--- config.mk ---
export PLATFORM = sky130hd
export DESIGN_NAME = type_b_atqb_attrib_handler
export DESIGN_NICKNAME = d
export VERILOG_FILES = /design/src/rtl/typeb_pkg.sv /design/src/rtl/crc_b_step.sv /design/src/rtl/type_b_atqb_attrib_handler.sv
export SDC_FILE = /design/constraint.sdc
export NUM_CORES = 1
export LEC_CHECK = 0
export BUFFER_PORTS_ARGS = -buffer_cell sky130_fd_sc_hd__buf_2
export CAP_MARGIN = 30
export CORE_MARGIN = 5
export CORE_UTILIZATION = 60
export DETAILED_ROUTE_END_ITERATION = 10
export PLACE_DENSITY_LB_ADDON = 0.3
export SLEW_MARGIN = 10
export SYNTH_ARGS = -nofsm -noshare
export SYNTH_HDL_FRONTEND = slang
export SYNTH_HIERARCHICAL = 1
export SYNTH_SLANG_ARGS = --single-unit
--- constraint.sdc ---
create_clock -name clk -period 2.9 [get_ports clk]
set_input_delay 0 -clock clk [delete_from_list [all_inputs] [get_ports clk]]
set_output_delay 0 -clock clk [all_outputs]
set_load 0.03 [all_outputs]
--- src/rtl/typeb_pkg.sv ---
/*
 * constants for the type b answer and attrib handler: frame codes, field values,
 * lengths and crc figures.
 * assumes nothing of its surroundings; imported by the design modules.
 */
package typeb_pkg;
    // ----------------------------------------
    // frame codes and fixed field values
    // ----------------------------------------
    localparam logic [7:0] ATQB_CODE = 8'h50;
    localparam logic [7:0] ATTRIB_CODE = 8'h1D;
    localparam logic [7:0] APP_DATA_BYTE = 8'h00;
    localparam logic [7:0] PI1_HIGH_SPEED = 8'hB3;
    localparam logic [7:0] PI1_BASE_SPEED = 8'h80;
    localparam logic [7:0] PI2_FRAME_PROTO = 8'h81;
    localparam logic [3:0] PI3_LOW_NIBBLE = 4'h0;
    localparam logic [7:0] ATTRIB_ANSWER = 8'h10;
    localparam logic [1:0] PARAM_RFU_CODE = 2'h3;
    localparam logic [1:0] PARAM_DEFAULT_CODE = 2'h0;
    localparam logic [1:0] RATE_106 = 2'h0;
    localparam logic [3:0] MAX_PCD_FRAME_CODE = 4'h8;
    // ----------------------------------------
    // lengths and positions, counted in bytes, crc excluded except in ATTRIB_FRAME_LEN
    // ----------------------------------------
    localparam logic [3:0] ATQB_DATA_LEN = 4'hC;
    localparam logic [3:0] ATTRIB_DATA_LEN = 4'h1;
    localparam logic [3:0] ATTRIB_FRAME_LEN = 4'hB;
    localparam logic [3:0] P1_POS = 4'h5;
    localparam logic [3:0] P2_POS = 4'h6;
    localparam logic [3:0] P3_POS = 4'h7;
    // ----------------------------------------
    // crc_b: reflected 0x1021, preset ffff, sent inverted, low byte first
    // ----------------------------------------
    localparam logic [15:0] CRC_PRESET = 16'hFFFF;
    localparam logic [15:0] CRC_POLY_REFL = 16'h8408;
    localparam logic [15:0] CRC_RESIDUE = 16'hF0B8;
    // ----------------------------------------
    // handler states
    // ----------------------------------------
    typedef enum logic [0:0] {ST_IDLE, ST_SEND} state_e;
endpackage

--- src/rtl/crc_b_step.sv ---
/*
 * one byte step of the crc_b register, combinational.
 * assumes bytes are presented least significant bit first on the air.
 */
`timescale 1ns/1ns
module crc_b_step (
    input wire logic [15:0] crc_in,
    input wire logic [7:0] data,
    output logic [15:0] crc_out
);
    import typeb_pkg::*;
    always_comb begin
        logic [15:0] c;
        c = crc_in;
        for (int i = 0; i < 8; i++) begin
            if (c[0] ^ data[i]) begin
                c = (c >> 1) ^ CRC_POLY_REFL;
            end else begin
                c = c >> 1;
            end
        end
        crc_out = c;
    end
endmodule // crc_b_step

--- src/rtl/type_b_atqb_attrib_handler.sv ---
/*
 * type b answer builder and attrib interpreter for a contactless tag.
 * assumes a framer on the same clock delivering received bytes with frame
 * start/end pulses and taking transmit bytes on a valid/ready handshake.
 */
// Overview of operation
// - answer application data is four zero bytes
// - speed limit 0 and high speed enabled: first protocol byte b3
// - speed limit 1: first protocol byte 80, 106 kbps only
// - second protocol byte is 81: 256-byte frame, block protocol
// - third protocol byte carries configured fwi in bits 7-4
// - third protocol byte low nibble is zero
// - accepted attrib moves the tag into the active state
// - param1 bits 7-6 of 11 taken as 00
// - param1 bits 5-4 of 11 taken as 00
// - param1 bits 3-0 ignored; fixed 64/fs, 80/fs, sof and eof kept
// - accepted attrib answered by 10 plus crc_b
// - unequal or unsupported rates or frame size: no answer
// - param3 bits 7-4 zero and bit 0 set, else no answer
`timescale 1ns/1ns
module type_b_atqb_attrib_handler (
    input wire logic clk,
    input wire logic rst,
    input wire logic [31:0] pupi,
    input wire logic [3:0] fwi,
    input wire logic rf_speed_limit,
    input wire logic type_b_high_speed_enable,
    input wire logic send_atqb,
    input wire logic rx_sof,
    input wire logic rx_valid,
    input wire logic [7:0] rx_byte,
    input wire logic rx_eof,
    input wire logic tx_ready,
    output logic tx_valid,
    output logic [7:0] tx_byte,
    output logic tx_last,
    output logic active,
    output logic [1:0] tr0_code,
    output logic [1:0] tr1_code,
    output logic frame_marks_on
);
    import typeb_pkg::*;

    // ----------------------------------------
    // state
    // ----------------------------------------
    typedef struct packed {
        state_e st;
        logic active;
        logic [3:0] rx_cnt;
        logic rx_over;
        logic [15:0] rx_crc;
        logic [7:0] cmd;
        logic [31:0] id;
        logic [7:0] p1;
        logic [7:0] p2;
        logic [7:0] p3;
        logic tx_attr;
        logic [3:0] tx_idx;
        logic [15:0] tx_crc;
        logic [7:0] tx_byte;
        logic tx_valid;
        logic tx_last;
        logic [1:0] tr0;
        logic [1:0] tr1;
        logic marks;
    } state_s;

    state_s s_reg;
    state_s s_next;
    logic [15:0] rx_crc_step;
    logic [15:0] tx_crc_step;
    logic [7:0] data_sel;
    logic [7:0] pi1;
    logic [3:0] data_len;
    logic load;
    logic rates_ok;
    logic attrib_ok;

    crc_b_step rx_crc_u (
        .crc_in(s_reg.rx_crc),
        .data(rx_byte),
        .crc_out(rx_crc_step)
    );

    crc_b_step tx_crc_u (
        .crc_in(s_reg.tx_crc),
        .data(data_sel),
        .crc_out(tx_crc_step)
    );

    // ----------------------------------------
    // answer contents
    // ----------------------------------------
    always_comb begin
        // with high speed off and no limit the tag still offers only 106 kbps
        if (!rf_speed_limit && type_b_high_speed_enable) begin
            pi1 = PI1_HIGH_SPEED;
        end else begin
            pi1 = PI1_BASE_SPEED;
        end
        data_len = s_reg.tx_attr ? ATTRIB_DATA_LEN : ATQB_DATA_LEN;
        data_sel = APP_DATA_BYTE;
        if (s_reg.tx_attr) begin
            data_sel = ATTRIB_ANSWER;
        end else begin
            case (s_reg.tx_idx)
                4'h0: data_sel = ATQB_CODE;
                4'h1: data_sel = pupi[31:24];
                4'h2: data_sel = pupi[23:16];
                4'h3: data_sel = pupi[15:8];
                4'h4: data_sel = pupi[7:0];
                4'h9: data_sel = pi1;
                4'hA: data_sel = PI2_FRAME_PROTO;
                4'hB: data_sel = {fwi, PI3_LOW_NIBBLE};
                default: data_sel = APP_DATA_BYTE;
            endcase
        end
    end

    // ----------------------------------------
    // attrib acceptance
    // ----------------------------------------
    always_comb begin
        // only rates the answer advertised are accepted, and only equal ones
        rates_ok = (s_reg.p2[7:6] == s_reg.p2[5:4]) && (s_reg.p2[7:6] != PARAM_RFU_CODE)
            && ((s_reg.p2[7:6] == RATE_106) || (pi1 == PI1_HIGH_SPEED));
        attrib_ok = rx_eof && !s_reg.rx_over && (s_reg.rx_cnt == ATTRIB_FRAME_LEN)
            && (s_reg.rx_crc == CRC_RESIDUE)
            && (s_reg.cmd == ATTRIB_CODE) && (s_reg.id == pupi)
            && rates_ok && (s_reg.p2[3:0] <= MAX_PCD_FRAME_CODE)
            && (s_reg.p3[7:4] == 4'h0) && s_reg.p3[0];
    end

    // ----------------------------------------
    // next state
    // ----------------------------------------
    always_comb begin
        s_next = s_reg;
        load = (s_reg.st == ST_SEND) && (!s_reg.tx_valid || tx_ready);
        if (rx_sof) begin
            s_next.rx_cnt = 4'h0;
            s_next.rx_over = 1'b0;
            s_next.rx_crc = CRC_PRESET;
        end else if (rx_valid) begin
            s_next.rx_crc = rx_crc_step;
            if (s_reg.rx_cnt == ATTRIB_FRAME_LEN) begin
                s_next.rx_over = 1'b1;
            end else begin
                s_next.rx_cnt = s_reg.rx_cnt + 4'h1;
            end
            case (s_reg.rx_cnt)
                4'h0: s_next.cmd = rx_byte;
                4'h1: s_next.id[31:24] = rx_byte;
                4'h2: s_next.id[23:16] = rx_byte;
                4'h3: s_next.id[15:8] = rx_byte;
                4'h4: s_next.id[7:0] = rx_byte;
                P1_POS: s_next.p1 = rx_byte;
                P2_POS: s_next.p2 = rx_byte;
                P3_POS: s_next.p3 = rx_byte;
                default: s_next.cmd = s_next.cmd;
            endcase
        end
        case (s_reg.st)
            ST_IDLE: begin
                // once active, higher-layer logic owns the link; attrib is no longer taken
                if (attrib_ok && !s_reg.active) begin
                    s_next.active = 1'b1;
                    s_next.tr0 = (s_reg.p1[7:6] == PARAM_RFU_CODE) ?
                        PARAM_DEFAULT_CODE : s_reg.p1[7:6];
                    s_next.tr1 = (s_reg.p1[5:4] == PARAM_RFU_CODE) ?
                        PARAM_DEFAULT_CODE : s_reg.p1[5:4];
                    s_next.st = ST_SEND;
                    s_next.tx_attr = 1'b1;
                    s_next.tx_idx = 4'h0;
                    s_next.tx_crc = CRC_PRESET;
                end else if (send_atqb) begin
                    s_next.st = ST_SEND;
                    s_next.tx_attr = 1'b0;
                    s_next.tx_idx = 4'h0;
                    s_next.tx_crc = CRC_PRESET;
                end
            end
            ST_SEND: begin
                if (load) begin
                    if (s_reg.tx_idx == data_len + 4'h2) begin
                        s_next.tx_valid = 1'b0;
                        s_next.tx_last = 1'b0;
                        s_next.st = ST_IDLE;
                    end else begin
                        s_next.tx_valid = 1'b1;
                        s_next.tx_idx = s_reg.tx_idx + 4'h1;
                        s_next.tx_last = (s_reg.tx_idx == data_len + 4'h1);
                        if (s_reg.tx_idx < data_len) begin
                            s_next.tx_byte = data_sel;
                            s_next.tx_crc = tx_crc_step;
                        end else if (s_reg.tx_idx == data_len) begin
                            s_next.tx_byte = ~s_reg.tx_crc[7:0];
                        end else begin
                            s_next.tx_byte = ~s_reg.tx_crc[15:8];
                        end
                    end
                end
            end
            default: s_next.st = ST_IDLE;
        endcase
        // the framer always timed 64/fs and 80/fs and always frames with sof and eof
        s_next.marks = 1'b1;
    end

    // ----------------------------------------
    // registers
    // ----------------------------------------
    always_ff @(posedge clk) begin
        if (rst) begin
            s_reg <= '0;
        end else begin
            s_reg <= s_next;
        end
    end

    assign tx_valid = s_reg.tx_valid;
    assign tx_byte = s_reg.tx_byte;
    assign tx_last = s_reg.tx_last;
    assign active = s_reg.active;
    assign tr0_code = s_reg.tr0;
    assign tr1_code = s_reg.tr1;
    assign frame_marks_on = s_reg.marks;
endmodule // type_b_atqb_attrib_handler

==> metrics.csv <==
metric;value;unit
largest_reg_flops;100;
end_kind;flip-flop;
clkTransAtPathRegs;0.06;ns
cts-htree-levels;4;
power_leakage;3.10;nW
via_per_inst;6.23;
fp.dieW;116;µm
ys_ff_latch;116;
hold_class;input pin to flip-flop;
min_to;s_reg[33]$_SDFFE_PP0P_;
cts_tree;built;
hold_viol_final;0;
clockBufferDepth;2;
hold_path_depth;6;
status;finished, final reports clean;
intPower;0.00365;W
rows;38;
syn_nets;847;
powerDensity;631;nW/µm²
postSynthAreaPerCell;8.53;µm²
nFillCells;823;
yosysWarnings;6;
rr_worst_depth;11;
gr-usage-all-layers;29.4;%
detail_route.wl_per_cell;19.2;µm
grt_max_degree;62;
worstMarginPinSlew;0.690;ns
port_buffers;68;
ant_nets;0;
slew_violations;0;
crit_fanout;11;
pwr-share-comb;20.5;%
synthFlopType;dfxtp_1;
dr.pass1.iters;6;
cts_buffers;17;
seq_area_frac_synth;34.8;%
antenna_found_initial;0;
cp_common_cell;nor2_1;
final_cell_mix;dfxtp_1, nand2_1, a21oi_1;
grt_use_met2;48.1;%
fmax;0.360;GHz
die_y;116;µm
gr-usage-met3;6.27;%
crit_path_top_delay_cell;dfxtp_1;
dieArea;13300;µm²
relSlewSlack;53.8;%
power_frac_seq;35.5;%
worstSetupPathType;flip-flop to flip-flop;
post-route-util;72.0;%
start_util;61.4;%
gp_congestion;0.902;
drt-total-wl;19.2;mm
period_share;95.7;%
path_cells;inv_1, ha_1, a222oi_1, nor2_1, a211oi_1, nor2_1, xnor2_2, buf_4, xnor3_1, nand2_1, a221oi_2;
timing.rr.start;s_reg[31]$_SDFFE_PP0P_;
critPathMaxStageDelay;0.44;ns
switchingPower;0.00130;W
cp-start-kind;flip-flop;
setup_tns;0;ns
synthArstFlopShare;0;%
cp.required;3.34;ns
fin_skew;0.00700;ns
grt-ovfl-total;0;
clkLatencyLatePin;0.53;ns
layout_commonest_cell;dfxtp_1;
reg2reg_slack;0.13;ns
syn_inst;783;
first_iter_violations;637;
synth_cell_types;61;
clockRootBuffer;clkbuf_8;
p_clk_share;44.0;%
reg2reg_to;s_reg[23]$_SDFFE_PP0P_;
core_area;10900;µm²
hp-start;rx_eof;
netlist_area;6680;µm²
layout-area-overhead-vs-synth;17.3;%
fin_crit;2.77;ns
grt_pass1_wl;30.4;mm
critPathArrivalTime;3.22;ns
setup_violations;0;
top_usage_layer;met2;
n_antenna_cell;0;
ioPinCount;69;
sw_frac_of_total;26.2;%
grt_util_met1;37.0;%
grt_pass1_vias;5951;
nNetsFinal;908;
drive_gt1_share;18.3;%
synth_edf_count;0;
clkSinkCount;116;
drv_cap;0;
ir_drop;0.428;mV
vias;6207;
drc;0;
hpwl;13.6;mm
-- cell type report --
class | instances | area [µm²] | area share (%)
clock inverters | 9 | 150 | 1.92
inverters | 27 | 101 | 1.29
flip-flops and latches | 116 | 2320 | 29.6
clock buffers | 23 | 467 | 5.95
well taps | 140 | 175 | 2.23
repair buffers | 106 | 663 | 8.46
multi-input cells | 576 | 3960 | 50.5
-- power by group through the flow --
stage | sequential [W] | clock, W | combinational, W
6_report | 0.00175 | 0.00218 | 0.00101
5_1_grt | 0.00176 | 0.00227 | 0.00109
4_1_cts | 0.00175 | 0.00221 | 0.000976
3_5_place_dp | 0.00178 | 0 | 0.000943
3_3_place_gp | 0.00178 | 0 | 0.000915
2_1_floorplan | 0.00176 | 0 | 0.000762
-- kinds of logic after synthesis --
| group | count (synthesis) | synth area share [%] |
|---|---|---|
| AND/OR/NAND/NOR | 314 | 23.7 |
| AO/OA/AOI/OAI | 164 | 16.5 |
| flip-flops | 116 | 34.8 |
| buffers and inverters | 91 | 6.71 |
| XOR/XNOR | 82 | 15.5 |
| adder cells (fa/ha/maj) | 11 | 2.06 |
| multiplexers | 5 | 0.749 |
-- repair_timing --
action | in CTS | in global routing
endpoints found under the setup margin | 3 | 10
setup buffers | 0 | 5
resized for setup | 1 | 4
hold buffers | 14 | 0
pin swaps | 0 | 4
endpoints found under the hold margin | 71 | 0
-- worst max path at each step --
stage / startpoint / end / slack [ns] / depth (start not counted)
after global placement: s_reg[31]$_SDFFE_PP0P_ / s_reg[15]$_SDFFE_PP0P_ / 0.18 / 10
after global routing: s_reg[31]$_SDFFE_PP0P_ / s_reg[16]$_SDFFE_PP0P_ / -0.03 / 11
after detailed placement: s_reg[31]$_SDFFE_PP0P_ / s_reg[15]$_SDFFE_PP0P_ / 0.02 / 10
after CTS: s_reg[31]$_SDFFE_PP0P_ / s_reg[16]$_SDFFE_PP0P_ / 0.03 / 10
after floorplan: s_reg[32]$_SDFFE_PP0P_ / s_reg[15]$_SDFFE_PP0P_ / 0.24 / 10
final: s_reg[31]$_SDFFE_PP0P_ / s_reg[23]$_SDFFE_PP0P_ / 0.13 / 11
-- cells in the mapped netlist, types with 3 or more instances --
| library cell | count | area (µm²) |
|---|---|---|
| xor3_4 | 4 | 110 |
| nand4_1 | 14 | 87.6 |
| nor4_1 | 9 | 56.3 |
| xor2_1 | 21 | 184 |
| inv_1 | 27 | 101 |
| a211oi_1 | 20 | 150 |
| mux2i_1 | 5 | 50.1 |
| a22oi_1 | 5 | 37.5 |
| a221oi_2 | 10 | 150 |
| clkbuf_1 | 41 | 154 |
| o21ai_0 | 17 | 85.1 |
| nor3_1 | 13 | 65.1 |
| a2111oi_0 | 3 | 26.3 |
| buf_6 | 4 | 45.0 |
| nand3_1 | 61 | 305 |
| nor2_1 | 38 | 143 |
| xnor2_2 | 6 | 97.6 |
| a221oi_1 | 7 | 61.3 |
| nand2b_1 | 9 | 56.3 |
| nand3b_1 | 3 | 22.5 |
| a21oi_1 | 79 | 395 |
| ha_1 | 11 | 138 |
| and3_1 | 3 | 18.8 |
| buf_1 | 3 | 11.3 |
| or4_1 | 3 | 22.5 |
| dfxtp_1 | 116 | 2320 |
| buf_4 | 12 | 90.1 |
| clkbuf_8 | 3 | 41.3 |
| nor4bb_1 | 4 | 40.0 |
| nand2_1 | 114 | 428 |
| xor3_1 | 4 | 95.1 |
| o211ai_1 | 5 | 37.5 |
| a222oi_1 | 4 | 40.0 |
| nor2b_1 | 18 | 113 |
| xnor2_1 | 37 | 324 |
| xnor3_1 | 10 | 225 |
| nand4b_1 | 7 | 61.3 |
-- per-stage QoR --
step                      instances  setup WS, ns  area [µm²]  hold WS [ns]  total power, W
final                           997         0.126        7840        0.0480         0.00495
after global routing            997       -0.0267        7840        0.0731         0.00512
after CTS                       992        0.0349        7770        0.0135         0.00494
after floorplan                 783         0.237        6680         0.126         0.00252
after detailed placement        946        0.0210        7020         0.361         0.00272
after global placement          946         0.177        7020         0.331         0.00269
-- per-layer routing --
metal	part of all wire [%]	vias to the layer above
met4	3.6	0
met5	0	-
met3	8.0	71
li1	-	2885
met1	40	2940
met2	48	311
-- critical path: cells and delay by family, from the launching register on --
kind / cells / cell delay (ns)
DFF: 1 / 0.44
and+or+nand+nor: 3 / 0.29
buffers and inverters: 2 / 0.29
AOI/OAI and AO/OA: 3 / 0.80
xor gates and xnor gates: 2 / 0.53
adders and majority gates: 1 / 0.35
(Power assumes the default switching activity.)
